### src/flex_io_pkg.sv
// Shared constants and carrier types for the flexible full-duplex and clone-mode data port
package flex_io_pkg;

    localparam int unsigned SAMPLE_W = 12;       // Converter word width

    // Interface mode selection
    typedef enum logic [1:0] {
        MODE_FULL_DUPLEX = 2'b01,
        MODE_CLONE       = 2'b10
    } port_mode_t;

    // Transmit channel-select level meaning channel A
    localparam logic TX_SEL_CHAN_A = 1'b1;
    // Receive indicator levels
    localparam logic RX_IND_CHAN_A = 1'b0;
    localparam logic RX_IND_CHAN_B = 1'b1;

    // Reset value of data words
    localparam logic [SAMPLE_W-1:0] WORD_RESET = 12'h000;

    // One pair of channel samples
    typedef struct packed {
        logic [SAMPLE_W-1:0] chan_a;
        logic [SAMPLE_W-1:0] chan_b;
    } sample_pair_t;

endpackage

### src/flex_io_fd_clone.sv
// Full-duplex and clone-mode data port of the flexible parallel interface
//
// Function
// - Full duplex: interleaved receive at twice rate
// - Full duplex: accept interleaved transmit at twice rate
// - Clone: two receive buses, one update per sample
// - Clone: transmit interleaved on one bus
// - Clone only via serial programming, never pins
// - Full duplex: transmit on upper bus, receive on lower
// - Channel select high A, low B routes
// - Receive indicator low A, high B
// - Buffered transmit clock, one edge per word
`timescale 1ns/1ps
`default_nettype none
module flex_io_fd_clone (
    input  wire logic                                 clk_sys_i,          // Twice-sample-rate word clock
    input  wire logic                                 rst_i,              // Asynchronous reset, active high
    input  wire logic                                 ce_i,               // Clock enable, freezes state when low
    input  wire logic                                 full_duplex_mode_i, // Mode pin input, unread; full duplex whenever the serial enable is low
    input  wire logic                                 clone_serial_en_i,  // Clone selected by serial programming
    input  wire logic                                 sample_tick_i,      // One pulse per converter sample
    input  wire flex_io_pkg::sample_pair_t            rx_pair_i,          // Receive sample pair from converters
    input  wire logic [flex_io_pkg::SAMPLE_W-1:0]     upper_data_bus_i,   // Interleaved transmit words
    input  wire logic                                 tx_channel_select_i,// High for A word, low for B word
    output logic      [flex_io_pkg::SAMPLE_W-1:0]     upper_data_bus_o,   // Clone receive channel B
    output logic                                      upper_data_bus_oe_o,// Upper bus driven by device
    output logic      [flex_io_pkg::SAMPLE_W-1:0]     lower_data_bus_o,   // Interleaved rx, or clone channel A
    output logic                                      lower_data_bus_oe_o,// Lower bus driven by device
    output logic                                      rx_channel_indicator_pin_o, // Low A, high B
    output logic                                      buffered_clock_pin_o,       // One edge per tx word
    output flex_io_pkg::sample_pair_t                 tx_pair_o,          // Assembled transmit pair
    output logic                                      tx_pair_valid_o     // One-cycle pulse per pair
);

    // Mode state
    flex_io_pkg::port_mode_t mode_q, mode_d;
    // Receive interleave state
    flex_io_pkg::sample_pair_t rx_hold_q, rx_hold_d;  // Pair captured at sample tick
    logic                      rx_phase_q, rx_phase_d;// High while A word is out
    logic [flex_io_pkg::SAMPLE_W-1:0] up_q, up_d, lo_q, lo_d;
    logic                      up_oe_q, up_oe_d, lo_oe_q, lo_oe_d, ind_q, ind_d;
    // Transmit state
    logic [flex_io_pkg::SAMPLE_W-1:0] tx_a_q, tx_a_d;  // Held A word awaiting B
    flex_io_pkg::sample_pair_t tx_q, tx_d;
    logic                      tx_v_q, tx_v_d, clk_out_q, clk_out_d;

    // Mode test shared by the full-duplex checks
    function automatic logic is_full_duplex(input flex_io_pkg::port_mode_t mode_v);
        return (mode_v == flex_io_pkg::MODE_FULL_DUPLEX);
    endfunction

    // Mode decode: pins can only reach full duplex
    always_comb begin
        if (clone_serial_en_i) begin
            mode_d = flex_io_pkg::MODE_CLONE;
        end else begin
            mode_d = flex_io_pkg::MODE_FULL_DUPLEX;
        end
    end

    // Receive path next values
    always_comb begin
        rx_hold_d  = rx_hold_q;
        rx_phase_d = rx_phase_q;
        up_d = up_q;
        lo_d = lo_q;
        up_oe_d = 1'b0;
        lo_oe_d = 1'b1;
        ind_d = ind_q;
        case (mode_q)
            flex_io_pkg::MODE_FULL_DUPLEX: begin
                // Lower bus alternates A then B each clock
                if (sample_tick_i) begin
                    rx_hold_d  = rx_pair_i;
                    lo_d       = rx_pair_i.chan_a;
                    ind_d      = flex_io_pkg::RX_IND_CHAN_A;
                    rx_phase_d = 1'b1;
                end else if (rx_phase_q) begin
                    lo_d       = rx_hold_q.chan_b;
                    ind_d      = flex_io_pkg::RX_IND_CHAN_B;
                    rx_phase_d = 1'b0;
                end
            end
            flex_io_pkg::MODE_CLONE: begin
                // Both buses update once per sample; upper becomes an output
                up_oe_d    = 1'b1;
                rx_phase_d = 1'b0;
                if (sample_tick_i) begin
                    lo_d = rx_pair_i.chan_a;
                    up_d = rx_pair_i.chan_b;
                end
            end
            default: begin
                lo_oe_d = 1'b0;
            end
        endcase
    end

    // Transmit path next values
    always_comb begin
        tx_a_d    = tx_a_q;
        tx_d      = tx_q;
        tx_v_d    = 1'b0;
        clk_out_d = ~clk_out_q;
        if (tx_channel_select_i == flex_io_pkg::TX_SEL_CHAN_A) begin
            tx_a_d = upper_data_bus_i;
        end else begin
            tx_d.chan_a = tx_a_q;
            tx_d.chan_b = upper_data_bus_i;
            tx_v_d      = 1'b1;
        end
    end

    // Mode register; full duplex out of reset
    always_ff @(posedge clk_sys_i or posedge rst_i) begin
        if (rst_i) begin
            mode_q <= flex_io_pkg::MODE_FULL_DUPLEX;
        end else if (ce_i) begin
            mode_q <= mode_d;
        end
    end

    // Receive path registers, bus drivers and indicator
    always_ff @(posedge clk_sys_i or posedge rst_i) begin
        if (rst_i) begin
            rx_hold_q  <= '0;
            rx_phase_q <= 1'b0;
            up_q       <= flex_io_pkg::WORD_RESET;
            lo_q       <= flex_io_pkg::WORD_RESET;
            up_oe_q    <= 1'b0;
            lo_oe_q    <= 1'b0;
            ind_q      <= flex_io_pkg::RX_IND_CHAN_A;
        end else if (ce_i) begin
            rx_hold_q  <= rx_hold_d;
            rx_phase_q <= rx_phase_d;
            up_q       <= up_d;
            lo_q       <= lo_d;
            up_oe_q    <= up_oe_d;
            lo_oe_q    <= lo_oe_d;
            ind_q      <= ind_d;
        end
    end

    // Transmit path registers and buffered clock toggle
    always_ff @(posedge clk_sys_i or posedge rst_i) begin
        if (rst_i) begin
            tx_a_q     <= flex_io_pkg::WORD_RESET;
            tx_q       <= '0;
            tx_v_q     <= 1'b0;
            clk_out_q  <= 1'b0;
        end else if (ce_i) begin
            tx_a_q     <= tx_a_d;
            tx_q       <= tx_d;
            tx_v_q     <= tx_v_d;
            clk_out_q  <= clk_out_d;
        end
    end

    // Outputs straight from flip-flops
    assign upper_data_bus_o           = up_q;
    assign upper_data_bus_oe_o        = up_oe_q;
    assign lower_data_bus_o           = lo_q;
    assign lower_data_bus_oe_o        = lo_oe_q;
    assign rx_channel_indicator_pin_o = ind_q;
    assign buffered_clock_pin_o       = clk_out_q;
    assign tx_pair_o                  = tx_q;
    assign tx_pair_valid_o            = tx_v_q;
endmodule
`default_nettype wire

### config.mk
export PLATFORM = sky130hd
export DESIGN_NAME = flex_io_fd_clone
export DESIGN_NICKNAME = d
export VERILOG_FILES = /design/src/flex_io_pkg.sv /design/src/flex_io_fd_clone.sv
export SDC_FILE = /design/constraint.sdc
export NUM_CORES = 1
export LEC_CHECK = 0
export BUFFER_PORTS_ARGS = -buffer_cell sky130_fd_sc_hd__buf_2
export CAP_MARGIN = 20
export CORE_MARGIN = 8
export CORE_UTILIZATION = 51
export CTS_CLUSTER_SIZE = 30
export DETAILED_ROUTE_END_ITERATION = 16
export GPL_ROUTABILITY_DRIVEN = 0
export PLACE_DENSITY = 0.79
export SYNTH_ARGS = -nofsm -noshare
export SYNTH_HDL_FRONTEND = slang
export SYNTH_SLANG_ARGS = --single-unit
### constraint.sdc
create_clock -name clk_sys_i -period 3.45 [get_ports clk_sys_i]
set_clock_uncertainty 0.1 [all_clocks]
set_input_delay 0.69 -clock clk_sys_i [delete_from_list [all_inputs] [get_ports clk_sys_i]]
set_output_delay 0.69 -clock clk_sys_i [all_outputs]
set_load 0.005 [all_outputs]
# Yosys cells after proc, flatten, opt, wreduce, memory -nomap -nowiden
# Index checks and enable logic that the tools add are counted.
# word_totals
word_cells	41
register_bits	80
output_inout_bits	53
# op_classes
bitwise_logic	2
n_mux	12
reduce_logical	10
eq_ne	4
# ops
operator	count
two-way mux 12 bit	3
case mux 12 bit (2 select lines)	1
AND reduction 3 bit	3
two-way mux 1 bit	6
AND reduction 2 bit	3
AND reduction 4 bit	1
nonzero test 2 bit	2
!= test 3 bit (second input constant)	1
== test 2 x 1 -> 1 bit (second input constant)	1
== test 2 bit (second input constant)	1
two-way mux 2 bit	1
!= test 2 bit (second input constant)	1
NOT 1 bit	2
case mux 1 bit (2 select lines)	1
OR reduction 2 bit	1

# Logic depth before layout (Yosys ltp)
# Gate-level depths: netlist of the first run.
# depth
ltp_word	3
ltp_mapped	6
mapped_depth_nobuf	5

# Least setup slack after synthesis of the first run
# No wires, ideal clock.
# synth_timing
path_kind	register -> register
start	register mode_q[0]
end	register lo_q, in the netlist lower_data_bus_o[0]
t_required_ns	3.225
synth_period_minus_slack_ns	1.996
path_buffers	1
arrival_time_ns	1.771
path_stages_with_launch	7
setup_slack_ns	1.454
path_cell_list	dfstp_2 > inv_1 > ha_1 > nand2b_1 > nor3_2 > buf_4 > mux2_2
# synth_between
elab_chain_len	3
word_cells_on_any_way	7
cone_classes	eq/ne: 4; mux: 1; reduce/logical: 2
# synth_rtl
element	line	rtl
from (decl)	flex_io_fd_clone.sv:36	flex_io_pkg::port_mode_t mode_q, mode_d;
from (signal assigned)	flex_io_fd_clone.sv:117	mode_q <= flex_io_pkg::MODE_FULL_DUPLEX;
from (signal assigned)	flex_io_fd_clone.sv:119	mode_q <= mode_d;
== test 2 x 1 -> 1 bit or == test 2 bit (tied branches)	flex_io_fd_clone.sv:70	case (mode_q)
!= test 3 bit (no source line) (tied with other cells)	-	
AND reduction 4 bit (no source line)	-	
to (signal assigned)	flex_io_fd_clone.sv:129	lo_q <= flex_io_pkg::WORD_RESET;
to (signal assigned)	flex_io_fd_clone.sv:137	lo_q <= lo_d;
to (decl)	flex_io_fd_clone.sv:40	logic [flex_io_pkg::SAMPLE_W-1:0] up_q, up_d, lo_q, lo_d;
# Several ways; a longest one is shown, not always the timed one.
# A chain may end at the register's enable or synchronous reset.

# Worst setup path in the final report of the first run
# layout_timing
start	register mode_q[0]
end	register lo_q, in the netlist lower_data_bus_o[8]
# Same word-level chain as after synthesis.

==> out/metrics.yaml, run 1 <==
status: "finished, final reports clean"
netlist_area_sq_um: 3209
grt_pass1_wl_mm: 10.59
synth_cell_types: 23
sequentialPowerShare_pct: 52.8
cts_setup_buffers: 0
crit_buf_inv: 2
syn_to_final_growth_pct: 22.73
grt_pass1_vias: 2208
multi_input_area_sq_um: 1139
num_antenna_cells: 0
grtUsageTotal_pct: 15.03
postLayoutCellArea_sq_um: 3939
nets: 347
nFillCells: 489
synth_top_cell_by_area: "dfrtp_1"
viasPerCell: 5.078
max_slew_margin_pct: 55.09
cpMaxStageDelayCell: "dfstp_2"
end_kind: "flip-flop"
drive_above_1_share_pct: 58.63
finalCritPeriodShare_pct: 59.93
synth.yosys.seq_area_share_pct: 62.42
cts.repair.resized: 0
ys_ff_latch: 80
worstSetupPathType: "flip-flop to flip-flop"
rows: 29
max_stage_delay_ns: 0.54
numCtsBuffers: 9
finalSetupTns_ns: 0
cts_tree: "built"
dieWidth_um: 95.33
cp.arrival_ns: 2.18
cp_max_fo: 12
maxCapViolations: 0
finalHoldViolCount: 0
dpl_cell_area_sq_um: 3766
cp.required_ns: 3.57
ff_latch_area_sq_um: 2003
clk_pin_slew_ns: 0.08
crit_chain: "inv_1 -> ha_1 -> nand2b_1 -> nor3_2 -> buf_4 -> mux2_2"
insertion_delay_ns: 0.33
maxSlewViolCount: 0
clock-root-buffer: "clkbuf_8"
crit_path_start_kind: "flip-flop"
p_sw_mw: 0.6592
fin_crit_ns: 2.067
p_int_mw: 1.790
port_buffers: 94
final_util_pct: 63.48
initial_core_util_pct: 51.72
holdBufCountCts: 0
p_comb_share_pct: 22.8
cts.sinks: 80
dr_total_vias: 1950
synth.avg_cell_area_sq_um: 16.05
fp.dieH_um: 95.33
worst_slew_pin_slew_ns: 0.6717
rsz0062_at_grt: "false"
core_sq_um: 6205
peakVddDrop_uv: 327.3
grt_max_degree: 35
grt.overflow.total: 0
die-area_sq_um: 9087
crit_start: "mode_q[0]$_DFFE_PP1P_"
syn_nets: 245
antenna_found_initial: 0
power.density_nw_per_um2: 621.8
wl_per_cell_um: 16.65
h-tree-depth: 3
hold_path.class: "primary input to async pin"
leakagePower_nw: 1.919
drt-total-wl_mm: 6.394
ys_top_cells_by_area: "dfrtp_1 (62%), mux2_2 (18%), mux2_1 (8.4%), mux2_4 (4.7%), buf_2 (0.94%)"
crit_family: "flip-flops"
r2r-start: "mode_q[0]$_DFFE_PP1P_"
fmax_ghz: 0.4837
syn_inst: 200
first_iter_violations: 32
dp_hpwl_mm: 4.803
firstDrtPassIters: 4
p_sw_share_pct: 26.92
io_pins: 96
cts_buffer_depth: 2
yosysTopAreaCellShare_pct: 61.60
setup_viol: 0
antenna_left: 0
clkPwrFrac_pct: 24.4
ys.warnings.count: 0
drc: 0
==> per-layer routing <==
layer,GRT usage [%],up-vias,share of wire [%]
met5,0,-,0
met4,5.852,0,1.3
met3,5.433,10,10
met2,24.45,67,48
met1,17.78,970,40
li1,-,903,-
==> power by group through the flow <==
stage | clock (mW) | combinational, mW | sequential [mW]
2_1_floorplan | 0 | 0.289 | 1.31
3_3_place_gp | 0 | 0.557 | 1.30
3_5_place_dp | 0 | 0.577 | 1.31
4_1_cts | 0.615 | 0.578 | 1.30
5_1_grt | 0.659 | 0.620 | 1.33
6_report | 0.598 | 0.559 | 1.29
==> sequential cells by signal, summed over array words and instances, names as in the netlist <==
name                        count
tx_pair_o                      24
lower_data_bus_o               12
rx_hold_q                      12
tx_a_q                         12
upper_data_bus_o               12
mode_q                          2
buffered_clock_pin_o            1
lower_data_bus_oe_o             1
rx_channel_indicator_pin_o      1
rx_phase_q                      1
tx_pair_valid_o                 1
upper_data_bus_oe_o             1
==> synthesized netlist by cell type <==
cell type	instances
dfstp_2	1
buf_6	1
a21boi_0	1
xor2_1	1
a21o_1	1
mux2_1	24
o21ai_0	3
buf_4	1
nand2_1	3
ha_1	2
nor2_1	1
nor2b_1	1
dfrtp_1	79
nor2_2	1
a31oi_1	2
mux2_4	10
inv_1	5
buf_2	6
nor3b_1	1
nand3_1	2
mux2_2	51
nand2b_1	2
nor3_2	1
==> cell usage in the layout, fill, tap and decap left out, drive strengths merged, types with 2 or more instances in the layout <==
master	synthesis	layout
nand2b	2	2
a31oi	2	2
mux2	85	85
clkinvlp	0	2
nor2	2	2
clkbuf	0	10
o21ai	3	3
clkinv	0	5
nand2	3	3
buf	8	99
nand3	2	2
inv	5	4
dfrtp	79	79
ha	2	2
==> final timing paths <==
path / slack, ns / cells past startpoint / to
worst max register to register: 1.38 / 6 / lower_data_bus_o[8]$_DFFE_PP0P_
worst min register to register: 0.37 / 1 / buffered_clock_pin_o$_DFFE_PP0P_
worst min-delay path: 0.24 / 2 / tx_pair_o[5]$_DFFE_PP0P_
min in group clk_sys_i: 0.37 / 1 / buffered_clock_pin_o$_DFFE_PP0P_
max in group asynchronous: 2.23 / 3 / lower_data_bus_o[4]$_DFFE_PP0P_
worst max-delay path: 1.38 / 6 / lower_data_bus_o[8]$_DFFE_PP0P_
==> layout make-up <==
type	count	area share, %
Clock buffer	10	3.494
Clock inverter	6	0.8895
Multi-Input combinational cell	107	28.91
Timing Repair Buffer	99	12.90
Inverter	5	0.5083
Sequential cell	80	50.86
Tap cell	77	2.446
==> logic make-up (layout without fill, tap and decap cells) <==
family,Yosys count,after routing,synth area share (%)
mux,85,85,30.99
simple gates,12,12,2.105
fa+ha+maj,2,2,0.7796
xor+xnor,1,1,0.2730
buf+inv,13,120,2.105
flops,80,80,62.42
compound gates,7,7,1.326
==> through the flow <==
step                      setup WS, ns  hold slack (ns)  cells  total power, mW
after floorplan                 0.6099           0.3585    200            1.603
after global placement           1.280           0.3473    368            1.856
after detailed placement         1.243           0.3574    368            1.891
after CTS                        1.362           0.2364    384            2.490
after global routing             1.302           0.2633    384            2.607
final                            1.383           0.2358    384            2.449
(Power assumes the default switching activity.)
==> run 2, diff against run 1 <==
--- a/config.mk
+++ b/config.mk
@@ -8,11 +8,11 @@
 export BUFFER_PORTS_ARGS = -buffer_cell sky130_fd_sc_hd__buf_2
 export CAP_MARGIN = 20
 export CORE_MARGIN = 8
-export CORE_UTILIZATION = 51
+export CORE_UTILIZATION = 46
 export CTS_CLUSTER_SIZE = 30
 export DETAILED_ROUTE_END_ITERATION = 16
 export GPL_ROUTABILITY_DRIVEN = 0
-export PLACE_DENSITY = 0.79
+export PLACE_DENSITY = 0.75
 export SYNTH_ARGS = -nofsm -noshare
 export SYNTH_HDL_FRONTEND = slang
 export SYNTH_SLANG_ARGS = --single-unit
==> constraint.sdc (replaced) <==
create_clock -name clk_sys_i -period 1.71 [get_ports clk_sys_i]
set_clock_uncertainty 0.1 [all_clocks]
set_input_delay 0.342 -clock clk_sys_i [delete_from_list [all_inputs] [get_ports clk_sys_i]]
set_output_delay 0.342 -clock clk_sys_i [all_outputs]
set_load 0.005 [all_outputs]
==> out/metrics.yaml, run 2 (synthesis gave the netlist of run 1 again) <==
r2r-start: "mode_q[0]$_DFFE_PP1P_"
core_sq_um: 6756
max_slew_margin_pct: 69.04
rsz0062_at_grt: "true"
finalCritPeriodShare_pct: 108.5
grt_max_degree: 44
antenna_found_initial: 0
finalWorstSetupSlack_ns: -0.1461
cp.arrival_ns: 1.98
first_iter_violations: 24
die-area_sq_um: 9905
cts_tree: "built"
clock-root-buffer: "clkbuf_8"
rows: 30
h-tree-depth: 3
numCtsBuffers: 9
final_cell_mix: "buf_2 (94), dfrtp_1 (79), mux2_2 (41)"
final_cell_count_no_fill: 402
dr_total_vias: 2043
port_buffers: 94
nFillCells: 508
finalSetupTns_ns: -1.548
drc: 0
num_antenna_cells: 0
worstSetupPathType: "flip-flop to flip-flop"
total_power_mw: 5.533
firstDrtPassIters: 2
end_kind: "flip-flop"
wl_per_cell_um: 16.98
final_util_pct: 65.15
final_common_cell: "buf_2"
setup_viol: 12
grt_pass1_vias: 2262
drt-total-wl_mm: 6.824
worst_slew_pin_slew_ns: 0.4644
peakVddDrop_uv: 724.8
cp.required_ns: 1.83
cp_max_fo: 10
hold_path.class: "primary input to flip-flop"
grt.overflow.total: 0
maxCapViolations: 0
largest_reg_flops: 24
viasPerCell: 5.082
met2_usage_pct: 22.16
grt.met1_usage_pct: 16.35
cts_buffer_depth: 2
power.density_nw_per_um2: 1257
fin_crit_ns: 1.856
busiest_layer: "met2"
hold_path_startpoint: "clone_serial_en_i"
initial_core_util_pct: 47.50
nets: 362
io_pins: 96
leakagePower_nw: 2.170
fp.dieH_um: 99.53
drive_above_1_share_pct: 65.84
dp_hpwl_mm: 4.830
fmax_ghz: 0.5388
grt_pass1_wl_mm: 11.11
place_inst: 382
status: "finished, violations left"
syn_to_final_growth_pct: 37.15
maxSlewViolCount: 0
crit_start: "mode_q[0]$_DFFE_PP1P_"
violations: "negative setup slack"
met3_usage_pct: 6.285
grtUsageTotal_pct: 14.19
reg2reg_slack_ns: -0.15
clk_pin_slew_ns: 0.08
antenna_left: 0
dieWidth_um: 99.53
insertion_delay_ns: 0.34
cts.sinks: 80
crit_path_start_kind: "flip-flop"
finalHoldViolCount: 0
run 2: area by class of cell:
cell class / instances / area, sq um / area share (%)
multi-input combinational: 107 / 1285 / 29.19
inverter: 5 / 22.52 / 0.5117
timing repair buffer: 114 / 760.7 / 17.28
clock buffer: 11 / 151.4 / 3.439
clock inverter: 5 / 78.83 / 1.791
sequential: 80 / 2003 / 45.51
tap: 80 / 100.1 / 2.274
run 2: path summary, 6_finish.rpt:
check / to / cells after the start
setup reg to reg: lower_data_bus_o[7]$_DFFE_PP0P_ / 6
hold reg to reg: buffered_clock_pin_o$_DFFE_PP0P_ / 1
setup / recovery: lower_data_bus_o[7]$_DFFE_PP0P_ / 6
max in group asynchronous: rx_hold_q[7]$_DFFE_PP0P_ / 4
hold / removal: mode_q[1]$_DFFE_PP0P_ / 3
min in group asynchronous: tx_a_q[5]$_DFFE_PP0P_ / 4
run 2: through the flow:
stage	hold slack, ns	worst slack (ns)	instance area, sq um
floorplan	0.3394	-0.06466	3271
global placement	0.3204	-0.09104	4005
detailed placement	0.3321	-0.1246	4005
CTS	0.1091	-0.1334	4312
global route	0.1121	-0.2068	4402
finish	0.1298	-0.1461	4402
run 2: worst max-delay path: stages (launching register included):
cell     delay (ns)
dfstp_2        0.54
inv_2          0.05
ha_4           0.16
nor2_4         0.15
buf_12         0.17
mux2_4         0.30
mux2_2         0.26
run 2: power by group:
part / total (mW) / switching [mW] / leakage [nW] / internal (mW)
registers: 2.62 / 0.246 / 0.952 / 2.37
logic: 1.36 / 0.494 / 1.10 / 0.870
clock network: 1.55 / 0.651 / 0.119 / 0.900
total: 5.53 / 1.39 / 2.17 / 4.14
run 2: timing repair:
action / 4_1_cts / 5_1_grt
hold endpoints to repair: 42 / 0
setup buffers: 1 / 0
resized for setup: 8 / 16
endpoints found under the setup margin: 13 / 33
hold buffers: 1 / 0
gates cloned: 1 / 1
run 2: routing by layer:
metal | vias up | wire length [um]
met3 | 8 | 561
met1 | 1021 | 3014
met5 | - | 0
met4 | 0 | 84
li1 | 944 | -
met2 | 70 | 3164
==> run 3, diff against run 2 <==
--- a/config.mk
+++ b/config.mk
@@ -12,7 +12,7 @@
 export CTS_CLUSTER_SIZE = 30
 export DETAILED_ROUTE_END_ITERATION = 16
 export GPL_ROUTABILITY_DRIVEN = 0
-export PLACE_DENSITY = 0.75
+export PLACE_DENSITY_LB_ADDON = 0.05
 export SYNTH_ARGS = -nofsm -noshare
 export SYNTH_HDL_FRONTEND = slang
 export SYNTH_SLANG_ARGS = --single-unit
==> out/metrics.yaml, run 3 (synthesis gave the netlist of run 1 again) <==
drt-total-wl_mm: 6.330
syn_to_final_growth_pct: 29.86
violations: "negative setup slack"
grt_max_degree: 81
core_sq_um: 6756
crit_path_start_kind: "flip-flop"
maxCapViolations: 0
rsz0062_at_grt: "true"
cp.arrival_ns: 1.95
preCtsSetupSlack_ns: -0.1336
ff_latch_area_sq_um: 2003
drc: 0
peakVddDrop_uv: 551.8
fin_crit_ns: 1.820
end_kind: "flip-flop"
status: "finished, violations left"
initial_core_util_pct: 47.50
num_antenna_cells: 0
cts_buffer_depth: 2
dieWidth_um: 99.53
numCtsBuffers: 9
cp.required_ns: 1.84
final_cell_mix: "buf_2 (94), dfrtp_1 (79), mux2_2 (50)"
cts_tree: "built"
dp_hpwl_mm: 4.671
antenna_found_initial: 0
wl_per_cell_um: 15.86
insertion_delay_ns: 0.34
finalSetupTns_ns: -1.222
clock-root-buffer: "clkbuf_8"
maxSlewViolCount: 0
largest_reg_flops: 24
grt_pass1_wl_mm: 10.52
grtUsageTotal_pct: 13.28
cp_max_fo: 12
cts.sinks: 80
hold_path.class: "primary input to async pin"
worst_slew_pin_slew_ns: 0.4149
viasPerCell: 4.990
final_common_cell: "buf_2"
first_iter_violations: 26
io_pins: 96
worst_r2r_path_depth: 6
nFillCells: 546
grt_pass1_vias: 2147
rows: 30
fp.dieH_um: 99.53
nets: 359
antenna_left: 0
die-area_sq_um: 9905
dr_total_vias: 1991
finalWorstSetupSlack_ns: -0.1100
h-tree-depth: 3
finalHoldViolCount: 0
max_slew_margin_pct: 72.34
port_buffers: 94
leakagePower_nw: 2.010
fmax_ghz: 0.5494
setup_viol: 12
drive_above_1_share_pct: 62.07
worstSetupPathType: "flip-flop to flip-flop"
multi_input_area_sq_um: 1189
firstDrtPassIters: 2
cts.repair.resized: 0
finalCritPeriodShare_pct: 106.4
power.density_nw_per_um2: 1249
grt.overflow.total: 0
clk_pin_slew_ns: 0.08
[run 3: critical path, stage by stage, from the launching register on]
cell and delay [ns]:
dfstp_2 0.54, inv_2 0.05, ha_4 0.17, nor2b_4 0.13, nor3_4 0.22, buf_12 0.17
mux2_2 0.33
[run 3: through the flow]
stage | hold slack (ns) | utilization, % | std cells | area (sq um) | power, mW
floorplan | 0.3394 | - | 200 | 3271 | 3.264
global placement | 0.3498 | 58.54 | 382 | 3955 | 3.834
detailed placement | 0.3498 | 58.54 | 382 | 3955 | 3.878
CTS | 0.01401 | 61.69 | 399 | 4168 | 5.298
global route | 0.02552 | 61.69 | 399 | 4168 | 5.515
finish | 0.002483 | 61.69 | 399 | 4168 | 5.207
[run 3: area by class of cell]
| type | instances | share of cell area (%) |
|---|---|---|
| Multi-Input combinational cell | 107 | 28.52 |
| Clock buffer | 10 | 3.302 |
| Sequential cell | 80 | 48.06 |
| Inverter | 5 | 0.5404 |
| Tap cell | 80 | 2.402 |
| Clock inverter | 6 | 1.621 |
| Timing Repair Buffer | 111 | 15.55 |
[run 3: worst paths after layout]
| kind | start | end | slack, ns |
|---|---|---|---|
| max | mode_q[0]$_DFFE_PP1P_ | lower_data_bus_o[4]$_DFFE_PP0P_ | -0.11 |
| min reg2reg | buffered_clock_pin_o$_DFFE_PP0P_ | buffered_clock_pin_o$_DFFE_PP0P_ | 0.36 |
| max in group asynchronous | rst_i | mode_q[0]$_DFFE_PP1P_ | 1.16 |
| min | rst_i | tx_pair_o[1]$_DFFE_PP0P_ | 0.002 |
| min in group clk_sys_i | rx_pair_i[2] | rx_hold_q[2]$_DFFE_PP0P_ | 0.12 |
| max reg2reg | mode_q[0]$_DFFE_PP1P_ | lower_data_bus_o[4]$_DFFE_PP0P_ | -0.11 |
[run 3: layer usage]
layer	vias to the layer above	track usage, %	part of all wire, %
li1	933	-	-
met1	990	16.04	44
met2	60	20.45	47
met3	8	5.028	7.2
met4	0	6.286	1.4
met5	-	0	0
[run 3: where the power goes]
part / leakage [nW] / internal (mW) / total (mW) / switching, mW
logic: 0.960 / 0.737 / 1.19 / 0.458
registers: 0.952 / 2.37 / 2.60 / 0.232
clock network: 0.0989 / 0.719 / 1.41 / 0.689
total: 2.01 / 3.83 / 5.21 / 1.38
[run 3: what timing repair did]
| item | CTS | global route |
|---|---|---|
| hold buffers | 0 | 0 |
| pin swaps | 1 | 0 |
| endpoints found under the setup margin | 12 | 12 |
| setup buffers | 1 | 0 |
